`src/rtl/o2trm_consts.svh`:
```
// Register offsets, field positions, reset values and arithmetic constants of the O2 trim supervisor.
`ifndef O2TRM_CONSTS_SVH
`define O2TRM_CONSTS_SVH
// ==========================================================================
// Register byte offsets
`define O2TRM_OFF_MODE 8'h00
`define O2TRM_OFF_CFG 8'h04
`define O2TRM_OFF_SETP 8'h08
`define O2TRM_OFF_REF 8'h0C
`define O2TRM_OFF_NORM 8'h10
`define O2TRM_OFF_LAMBDA 8'h14
`define O2TRM_OFF_STATUS 8'h18
`define O2TRM_OFF_REDUCT 8'h1C
`define O2TRM_OFF_LOADOUT 8'h20
`define O2TRM_OFF_CAPTURE 8'h24
// ==========================================================================
// Field positions and reset values
`define O2TRM_CFG_DENS_BIT 0
`define O2TRM_CFG_FUEL_BIT 1
`define O2TRM_MODE_RESET 3'h0
`define O2TRM_SETP_RESET 16'h0000
// ==========================================================================
// Arithmetic scale: lambda factor 1.0 is 100 (percent units, scaled by one hundred).
`define O2TRM_PCT_SCALE 16'h0064
`define O2TRM_LAMBDA_IDEAL 16'h0064
`define O2TRM_RESP_OKAY 2'h0
`define O2TRM_RESP_SLVERR 2'h2
`endif

```
`src/rtl/o2trm_pkg.sv`:
```
// Types shared by the O2 trim supervisor.
package o2trm_pkg;
    // ==========================================================================
    // Mode encoding of the three-bit trim_supervision_mode field.
    typedef enum logic [2:0] {
        O2TRM_MANUAL_OFF = 3'h0,
        O2TRM_MONITOR_ONLY = 3'h1,
        O2TRM_TRIM_AND_MONITOR = 3'h2,
        O2TRM_TRIM_AUTO_FALLBACK = 3'h3,
        O2TRM_FALLBACK = 3'h4
    } o2trm_mode_t;
    typedef enum logic [1:0] {
        O2TRM_W_IDLE,
        O2TRM_W_RESP
    } o2trm_wr_t;
endpackage : o2trm_pkg

```
`src/rtl/o2trm_supervisor.sv`:
```
// O2 trim supervisor: mode sequencing, trim computation and AXI4-Lite registers.
//
// The AXI4-Lite slave port and the register addresses were chosen for this implementation.
`timescale 1ns/100ps
`include "o2trm_consts.svh"
// Overview of operation
// - Control differential is setpoint minus measured O2; it drives the air reduction.
// - Air reduction moves all air actuators to one lower load point together.
// - Unmodified ratio curve means air rate equals fuel rate.
// - Manual setpoint definition stores ratio O2, setpoint and relative air reduction.
// - Stored reduction is a percentage of the present air rate.
// - Lambda factor is (ratio lambda minus setpoint lambda) over reduction, times 100.
// - Ideal burner, lambda 0.9 at ten percent reduction, gives lambda factor one.
// - Precontrol uses fuel, ratio O2, setpoint and reduction to hold setpoint at any load.
// - Plus ten percent manipulated variable offsets minus ten percent air density.
// - Pressure-dependent compensation includes the lambda factor for density changes.
// - Ideal-model compensation ignores the lambda factor for density changes.
// - Manual off disables trim and monitor; actuators follow ratio curves.
// - Monitor-only runs monitor, no trim, blocks startup until sensor is warm.
// - Trim-and-monitor runs both and blocks startup until sensor is warm.
// - In monitor or trim mode any fault or trip causes safety shutdown.
// - Auto-fallback mode starts burner early; trim only after warm-up and sensor test.
// - Auto-fallback faults disable trim and monitor, set fallback mode, signal display.
// - Fallback error code is held until operator selects off or an active mode.
module o2trm_supervisor #(
    parameter int DW = 16
) (
    input wire logic aclk,
    input wire logic aresetn,
    input wire logic [7:0] s_axi_awaddr,
    input wire logic s_axi_awvalid,
    output logic s_axi_awready,
    input wire logic [31:0] s_axi_wdata,
    input wire logic [3:0] s_axi_wstrb,
    input wire logic s_axi_wvalid,
    output logic s_axi_wready,
    output logic [1:0] s_axi_bresp,
    output logic s_axi_bvalid,
    input wire logic s_axi_bready,
    input wire logic [7:0] s_axi_araddr,
    input wire logic s_axi_arvalid,
    output logic s_axi_arready,
    output logic [31:0] s_axi_rdata,
    output logic [1:0] s_axi_rresp,
    output logic s_axi_rvalid,
    input wire logic s_axi_rready,
    input wire logic [DW-1:0] o2_measured,
    input wire logic [DW-1:0] load_point,
    input wire logic sensor_warm,
    input wire logic sensor_test_ok,
    input wire logic monitor_trip,
    input wire logic o2_fault,
    input wire logic [7:0] fault_code,
    output logic [DW-1:0] air_load_cmd,
    output logic trim_active,
    output logic monitor_active,
    output logic startup_block,
    output logic safety_shutdown,
    output logic fallback_display,
    output o2trm_pkg::o2trm_mode_t trim_supervision_mode
);
    import o2trm_pkg::*;

    // ==========================================================================
    // Register bus
    logic [7:0] awaddr_q;
    logic aw_held_q;
    logic [31:0] wdata_q;
    logic w_held_q;
    logic wr_fire;
    logic [7:0] wa;
    logic [31:0] wd;
    logic [3:0] ws;
    logic [3:0] wstrb_q;
    o2trm_mode_t mode_q;
    logic dens_pressure_q;
    logic fuel_oil_q;
    logic [DW-1:0] setp_q;
    logic [DW-1:0] ref_q;
    logic [DW-1:0] norm_q;
    logic [DW-1:0] lambda_q;
    logic [DW-1:0] reduct_q;
    logic [7:0] err_code_q;
    logic [DW-1:0] air_q;
    logic capture_req;

    assign s_axi_awready = !aw_held_q && !s_axi_bvalid;
    assign s_axi_wready = !w_held_q && !s_axi_bvalid;
    assign wa = aw_held_q ? awaddr_q : s_axi_awaddr;
    assign wd = w_held_q ? wdata_q : s_axi_wdata;
    // Strobes are held with the data, so a late address still uses the strobes sent with it.
    assign ws = w_held_q ? wstrb_q : s_axi_wstrb;
    assign wr_fire = (aw_held_q || s_axi_awvalid) && (w_held_q || s_axi_wvalid) && !s_axi_bvalid;
    assign capture_req = wr_fire && wa == `O2TRM_OFF_CAPTURE && wd[0];

    always_ff @(posedge aclk) begin
        if (!aresetn) begin
            aw_held_q <= 1'b0;
            w_held_q <= 1'b0;
            awaddr_q <= 8'h00;
            wdata_q <= 32'h0000_0000;
            wstrb_q <= 4'h0;
        end else if (wr_fire) begin
            aw_held_q <= 1'b0;
            w_held_q <= 1'b0;
        end else begin
            if (s_axi_awvalid && s_axi_awready) begin
                aw_held_q <= 1'b1;
                awaddr_q <= s_axi_awaddr;
            end
            if (s_axi_wvalid && s_axi_wready) begin
                w_held_q <= 1'b1;
                wdata_q <= s_axi_wdata;
                wstrb_q <= s_axi_wstrb;
            end
        end
    end

    always_ff @(posedge aclk) begin
        if (!aresetn) begin
            s_axi_bvalid <= 1'b0;
            s_axi_bresp <= `O2TRM_RESP_OKAY;
        end else if (wr_fire) begin
            s_axi_bvalid <= 1'b1;
            s_axi_bresp <= (wa > `O2TRM_OFF_CAPTURE || wa[1:0] != 2'b00) ?
                `O2TRM_RESP_SLVERR : `O2TRM_RESP_OKAY;
        end else if (s_axi_bready) begin
            s_axi_bvalid <= 1'b0;
        end
    end

    // Configuration writes; byte strobe 0 alone gates every field.
    always_ff @(posedge aclk) begin
        if (!aresetn) begin
            dens_pressure_q <= 1'b0;
            fuel_oil_q <= 1'b0;
            setp_q <= `O2TRM_SETP_RESET;
        end else if (wr_fire && ws[0]) begin
            case (wa)
                `O2TRM_OFF_CFG: begin
                    dens_pressure_q <= wd[`O2TRM_CFG_DENS_BIT];
                    fuel_oil_q <= wd[`O2TRM_CFG_FUEL_BIT];
                end
                `O2TRM_OFF_SETP: setp_q <= wd[DW-1:0];
                default: ;
            endcase
        end
    end

    assign s_axi_arready = !s_axi_rvalid;
    always_ff @(posedge aclk) begin
        if (!aresetn) begin
            s_axi_rvalid <= 1'b0;
            s_axi_rdata <= 32'h0000_0000;
            s_axi_rresp <= `O2TRM_RESP_OKAY;
        end else if (s_axi_arvalid && s_axi_arready) begin
            s_axi_rvalid <= 1'b1;
            s_axi_rresp <= `O2TRM_RESP_OKAY;
            case (s_axi_araddr)
                `O2TRM_OFF_MODE: s_axi_rdata <= {21'h00_0000, err_code_q, mode_q};
                `O2TRM_OFF_CFG: s_axi_rdata <= {30'h0000_0000, fuel_oil_q, dens_pressure_q};
                `O2TRM_OFF_SETP: s_axi_rdata <= {{(32-DW){1'b0}}, setp_q};
                `O2TRM_OFF_REF: s_axi_rdata <= {{(32-DW){1'b0}}, ref_q};
                `O2TRM_OFF_NORM: s_axi_rdata <= {{(32-DW){1'b0}}, norm_q};
                `O2TRM_OFF_LAMBDA: s_axi_rdata <= {{(32-DW){1'b0}}, lambda_q};
                `O2TRM_OFF_STATUS: s_axi_rdata <= {26'h000_0000, fallback_display,
                    safety_shutdown, startup_block, monitor_active, trim_active, sensor_warm};
                `O2TRM_OFF_REDUCT: s_axi_rdata <= {{(32-DW){1'b0}}, reduct_q};
                `O2TRM_OFF_LOADOUT: s_axi_rdata <= {{(32-DW){1'b0}}, air_q};
                `O2TRM_OFF_CAPTURE: s_axi_rdata <= 32'h0000_0000;
                default: begin
                    s_axi_rdata <= 32'h0000_0000;
                    s_axi_rresp <= `O2TRM_RESP_SLVERR;
                end
            endcase
        end else if (s_axi_rready) begin
            s_axi_rvalid <= 1'b0;
        end
    end

    // ==========================================================================
    // Mode sequencing
    logic mode_wr;
    logic active_fault;
    logic fallback_event;
    assign mode_wr = wr_fire && wa == `O2TRM_OFF_MODE;
    assign active_fault = monitor_trip || o2_fault;
    // In auto-fallback mode the failed sensor test also counts as a fault once warm.
    assign fallback_event = mode_q == O2TRM_TRIM_AUTO_FALLBACK &&
        (active_fault || (sensor_warm && !sensor_test_ok));

    always_ff @(posedge aclk) begin
        if (!aresetn) begin
            mode_q <= o2trm_mode_t'(`O2TRM_MODE_RESET);
            err_code_q <= 8'h00;
        end else if (fallback_event) begin
            // The fault wins over a mode write in the same cycle so it is never lost.
            mode_q <= O2TRM_FALLBACK;
            err_code_q <= fault_code;
        end else if (mode_wr && wd[2:0] <= 3'(O2TRM_TRIM_AUTO_FALLBACK)) begin
            mode_q <= o2trm_mode_t'(wd[2:0]);
            err_code_q <= 8'h00;
        end
    end

    always_comb begin
        trim_active = 1'b0;
        monitor_active = 1'b0;
        startup_block = 1'b0;
        safety_shutdown = 1'b0;
        fallback_display = 1'b0;
        case (mode_q)
            O2TRM_MANUAL_OFF: ;
            O2TRM_MONITOR_ONLY: begin
                monitor_active = 1'b1;
                startup_block = !sensor_warm;
                safety_shutdown = active_fault;
            end
            O2TRM_TRIM_AND_MONITOR: begin
                monitor_active = 1'b1;
                trim_active = 1'b1;
                startup_block = !sensor_warm;
                safety_shutdown = active_fault;
            end
            O2TRM_TRIM_AUTO_FALLBACK: begin
                monitor_active = 1'b1;
                trim_active = sensor_warm && sensor_test_ok;
            end
            O2TRM_FALLBACK: fallback_display = 1'b1;
            default: ;
        endcase
    end
    assign trim_supervision_mode = mode_q;

    // ==========================================================================
    // Setpoint capture and lambda factor
    logic signed [DW+7:0] lam_num;
    always_ff @(posedge aclk) begin
        if (!aresetn) begin
            ref_q <= '0;
            norm_q <= '0;
        end else if (capture_req) begin
            ref_q <= o2_measured;
            norm_q <= {{(DW-15){1'b0}}, wd[15:1]};
        end
    end

    // Lambda is approximated by the O2 level in percent units.
    // Scale chosen so a ten percent reduction with a ten point change reads 100.
    assign lam_num = (DW+8)'(($signed({1'b0, ref_q}) - $signed({1'b0, setp_q})) * 100);
    always_ff @(posedge aclk) begin
        if (!aresetn) begin
            lambda_q <= `O2TRM_LAMBDA_IDEAL;
        end else if (norm_q != '0) begin
            lambda_q <= DW'(lam_num / $signed({1'b0, norm_q}));
        end
    end

    // ==========================================================================
    // Trim computation
    logic signed [DW:0] diff;
    logic [DW-1:0] reduct_d;
    logic [DW-1:0] dens_term;
    assign diff = $signed({1'b0, setp_q}) - $signed({1'b0, o2_measured});
    // Precontrol reduction plus the corrective part of the differential.
    assign dens_term = dens_pressure_q ? DW'(32'(diff[DW-1:0]) * lambda_q / 100)
        : diff[DW-1:0];
    always_comb begin
        reduct_d = norm_q;
        if (!diff[DW]) begin
            reduct_d = DW'(norm_q + dens_term[DW-1:0]);
        end
        if (reduct_d > `O2TRM_PCT_SCALE) begin
            reduct_d = `O2TRM_PCT_SCALE;
        end
    end

    always_ff @(posedge aclk) begin
        if (!aresetn) begin
            reduct_q <= '0;
            air_q <= '0;
        end else if (trim_active) begin
            reduct_q <= reduct_d;
            // Percentage of the present load point, so points scale with load.
            air_q <= DW'(load_point - DW'(32'(load_point) * reduct_d / 100));
        end else begin
            reduct_q <= '0;
            air_q <= load_point;
        end
    end
    assign air_load_cmd = air_q;
endmodule : o2trm_supervisor

```
`config.mk`:
```
export PLATFORM = sky130hd
export DESIGN_NAME = o2trm_supervisor
export DESIGN_NICKNAME = d
export VERILOG_FILES = /design/src/rtl/o2trm_pkg.sv /design/src/rtl/o2trm_supervisor.sv
export VERILOG_INCLUDE_DIRS = /design/src /design/src/rtl
export SDC_FILE = /design/constraint.sdc
export NUM_CORES = 2
export LEC_CHECK = 0
export BUFFER_PORTS_ARGS = -buffer_cell sky130_fd_sc_hd__buf_2
export CORE_AREA = 3 3 351 353
export DETAILED_ROUTE_END_ITERATION = 16
export DIE_AREA = 0 0 354 356
export PLACE_DENSITY = 0.66
export SLEW_MARGIN = 10
export SYNTH_ARGS = -nofsm -noshare
export SYNTH_HDL_FRONTEND = slang
export SYNTH_SLANG_ARGS = --single-unit
```
`constraint.sdc`:
```
create_clock -name aclk -period 208.5 [get_ports aclk]
set_input_delay 41.7 -clock aclk [delete_from_list [all_inputs] [get_ports aclk]]
set_output_delay 41.7 -clock aclk [all_outputs]
set_load 0.02 [all_outputs]
```
==> results_tabular.tex <==
\begin{tabular}{lr}
\hline
Metric & Value \\
\hline
\multicolumn{2}{l}{\textbf{Clock tree}} \\
\quad Clock slew seen by the registers of the worst setup and hold paths & approximately 0.080 ns \\
\quad CTS HTree Levels & 4 \\
\quad Clock Latency Late Sink & about 0.5 ns \\
\quad Root Buffer & sky130\_fd\_sc\_hd\_\_clkbuf\_16 \\
\quad Number of buffers added for setup after CTS & 0 \\
\quad CTS Hold Bufs & 0 \\
\quad Clock buffers created by TritonCTS & 17 \\
\quad Sink Count & between 150 and 200 \\
\quad Maximum clock path buffer count & 2 \\
\quad TritonCTS clock tree & built \\
\quad Gates resized, CTS repair & 0 \\
\multicolumn{2}{l}{\textbf{STA}} \\
\quad Worst Setup Slack, final & roughly 110 ns \\
\quad Final min period & 101.30 ns \\
\quad Hold Worst Slack & between 0.4 and 0.5 ns \\
\quad Final-report hold violation count & 0 \\
\quad RSZ-0062 raised after global routing & false \\
\quad Skew final & slightly below 0.02 ns \\
\quad Setup TNS & 0 ns \\
\quad Maximum clock rate & about 9.9 MHz \\
\quad Max-slew violation total from the final report & 0 \\
\quad Rel. slew slack & 0.140 \\
\quad Final count of negative-setup-slack endpoints & 0 \\
\quad Period utilisation layout & 0.486 \\
\quad Slew of the pin with the lowest slew margin & approximately 1.3 ns \\
\multicolumn{2}{l}{\textbf{Drt}} \\
\quad Routed wire length & 186 mm \\
\quad Post-route antenna net violation count & 0 \\
\quad Detailed-route wire length per cell & just under 20 um \\
\quad Detailed Routing Iterations Pass 1 & 7 \\
\quad Count of vias placed by the detailed router & roughly 60000 \\
\quad DRC marker count from the first detailed-route iteration & slightly above 5000 \\
\quad \# DRC & 0 \\
\quad Via density per instance & between 6 and 7 \\
\multicolumn{2}{l}{\textbf{Worst setup path}} \\
\quad Setup slack of the worst register-to-register path & roughly 130 ns \\
\quad Reg2reg start & setp\_q[1] \\
\quad Largest fanout on the critical path & 17 \\
\quad Worst path bufs/invs & 13 \\
\quad Worst endpoint data arrival time & 101.71 ns \\
\quad Sort of element at the end of the critical path & flop \\
\quad Required time at the worst-slack endpoint & about 210 ns \\
\quad Worst stage delay on the critical path & approximately 0.97 ns \\
\quad Crit Reg-Reg Endpoint & lambda\_q[14] \\
\quad Critical Path Source Type & primary input \\
\quad Most repeated library cell on the critical path & sky130\_fd\_sc\_hd\_\_a21o\_1 \\
\quad Library cell contributing the largest single delay on the critical path & sky130\_fd\_sc\_hd\_\_a2111oi\_0 \\
\quad R2r worst-path depth & just under 400 \\
\quad CP top delay family & compound AO/OA/AOI/OAI gates \\
\quad Critical setup path kind & in -> reg \\
\multicolumn{2}{l}{\textbf{Layout}} \\
\quad Design Area, Final & around 0.063 mm\^{}2 \\
\quad Ratio of cells with drive above 1 in the final layout & 0.0824 \\
\quad Layout fillers & between 10000 and 15000 \\
\quad Sequential cell area in the final layout & around 0.0031 mm\^{}2 \\
\quad Area of combinational cells with multiple inputs & between 0.05 and 0.06 mm\^{}2 \\
\quad Post-synthesis to final-layout area growth & 5.30\% \\
\quad Number of nets in the layout & roughly 9100 \\
\multicolumn{2}{l}{\textbf{Floorplanning}} \\
\quad Starting density of the core & 0.498 \\
\quad Die area & about 0.13 mm\^{}2 \\
\quad Row count & between 100 and 150 \\
\quad Top-Level Pins & roughly 170 \\
\quad Die height & around 360 um \\
\quad Core Area & roughly 0.12 mm\^{}2 \\
\quad DIE WIDTH & between 300 and 400 um \\
\multicolumn{2}{l}{\textbf{GRT}} \\
\quad GRT Resource Usage Total & 0.287 \\
\quad Pin count of the biggest net entering global routing & 84 \\
\quad Antenna violations before repair & 13 \\
\quad Total congestion overflow & 0 \\
\quad Number of global-route vias before repair & 55900 \\
\quad First-pass GRT wire length & around 300 mm \\
\multicolumn{2}{l}{\textbf{Synthesis}} \\
\quad Most repeated cell in the gate-level netlist after synthesis & sky130\_fd\_sc\_hd\_\_nand2\_1 \\
\quad Synth warnings & 0 \\
\quad Part of the Yosys area used for sequential elements & 0.0518 \\
\quad EDFF count, synth & 0 \\
\quad Area share of the largest cell type after synthesis & 0.136 \\
\quad Leading post-synthesis cells by instance count & sky130\_fd\_sc\_hd\_\_nand2\_1 (842), sky130\_fd\_sc\_hd\_\_inv\_1 (664), sky130\_fd\_sc\_hd\_\_ha\_1 (579), sky130\_fd\_sc\_hd\_\_nor2\_1 (545), sky130\_fd\_sc\_hd\_\_a21oi\_1 (456) \\
\quad Share of synthesized flip-flops with an asynchronous set or reset & 0 \\
\quad Number of standard cells after synthesis & 7936 \\
\quad Summed instance area of the synthesized netlist & between 0.05 and 0.06 mm\^{}2 \\
\quad Biggest area contributors in the synthesized netlist & sky130\_fd\_sc\_hd\_\_fa\_1 (14\%), sky130\_fd\_sc\_hd\_\_ha\_1 (12\%), sky130\_fd\_sc\_hd\_\_nand2\_1 (5.3\%) \\
\quad Cell type contributing the most total cell area after synthesis & sky130\_fd\_sc\_hd\_\_fa\_1 \\
\quad FF+latch count, synth & about 160 \\
\quad Number of unique standard cell types used by synthesis & around 170 \\
\quad Mapped Avg Cell Area & roughly 7.5 um\^{}2 \\
\quad Top FF cell, synth & sky130\_fd\_sc\_hd\_\_dfxtp\_1 \\
\multicolumn{2}{l}{\textbf{Place}} \\
\quad Port Buffers & 130 \\
\quad Worst setup timing slack at the placement stage & 107.93 ns \\
\quad HPWL Detailed & 151 mm \\
\quad Gp weighted congestion & approximately 0.96 \\
\quad Placed standard-cell area & about 0.062 mm\^{}2 \\
\multicolumn{2}{l}{\textbf{Worst hold path}} \\
\quad Worst Hold End & wdata\_q[11] \\
\quad Worst Hold Path Cells & 2 \\
\quad Hold\_sp & wdata\_q[11] \\
\quad Kind of path behind the tightest hold check & reg -> reg \\
\multicolumn{2}{l}{\textbf{Outcome}} \\
\quad Run status & finished clean \\
\multicolumn{2}{l}{\textbf{Run}} \\
\quad Reported max-cap violation count & 0 \\
\hline
\end{tabular}
## flip-flops by register name, summed over array words and instances (netlist names)
register	cells
setp_q	16
dens_pressure_q	1
lambda_q	16
fuel_oil_q	1
norm_q	15
s_axi_bresp	1
s_axi_rdata	16
reduct_q	16
w_held_q	1
ref_q	16
err_code_q	8
wdata_q	16
aw_held_q	1
s_axi_rvalid	1
awaddr_q	8
wstrb_q	1
s_axi_rresp	1
trim_supervision_mode	3
air_load_cmd	16
s_axi_bvalid	1
## cells in the final DEF, fill, tap and decap left out, drive strengths merged, types with 176 or more instances in the layout
master,n
nand2,845
and2,258
xnor2,318
o21ai,458
inv,679
nand3,176
buf,229
fa,408
nor2,547
a21o,223
ha,579
nor3,205
a21oi,468
## kinds of logic after synthesis
logic type | share of synthesized area
and+or+nand+nor | 0.231
AOI/OAI and AO/OA | 0.280
adders and majority gates | 0.259
buffers and inverters | 0.0687
xor gates and xnor gates | 0.0715
muxes | 0.0371
DFF | 0.0518
other | 0.000125
## final cells by class
cell class | instances | share of cell area
clock inverter | 15 | 0.00298
tap | 1612 | 0.0320
multi-input combinational | 6974 | 0.846
clock buffer | 17 | 0.00675
sequential | 155 | 0.0492
timing repair buffer | 229 | 0.0222
inverter | 673 | 0.0401
antenna | 8 | 0.000318
## per-layer routing
| layer | up-vias | GRT usage | wire (um) |
|---|---|---|---|
| li1 | 28700 | - | - |
| met1 | 28600 | 0.391 | 81900 |
| met2 | 2107 | 0.455 | 82100 |
| met3 | 358 | 0.0587 | 16200 |
| met4 | 4 | 0.0878 | 6190 |
| met5 | - | 0 | 24 |
## stage by stage
step,cells,utilization
6_report,9683,0.525
3_3_place_gp,9643,0.519
5_1_grt,9675,0.525
4_1_cts,9675,0.524
3_5_place_dp,9643,0.519
2_1_floorplan,8105,-
## worst reg2reg max path, delay by kind of cell, from the launching register on
kind                       cells  cell delay (ns)
xor gates and xnor gates      11             2.18
adders and majority gates     31             9.70
and+or+nand+nor              140            26.50
AOI/OAI and AO/OA            196            40.19
buffers and inverters         15             2.85
muxes                          1             0.41
DFF                            1             0.41
## worst max-delay path by stage
stage,slack [ns],from,end,cells past startpoint
after floorplan,118.19,o2_measured[1],air_load_cmd[15],221
after global placement,108.42,o2_measured[2],air_load_cmd[15],202
after detailed placement,107.93,o2_measured[2],air_load_cmd[15],203
after CTS,108.25,o2_measured[2],air_load_cmd[15],204
after global routing,102.70,o2_measured[2],air_load_cmd[15],202
final,107.20,o2_measured[2],air_load_cmd[15],204
Power is left out: the tool's default activity adds up to more than one toggle a clock period on the data nets, which glitch-free logic cannot reach.
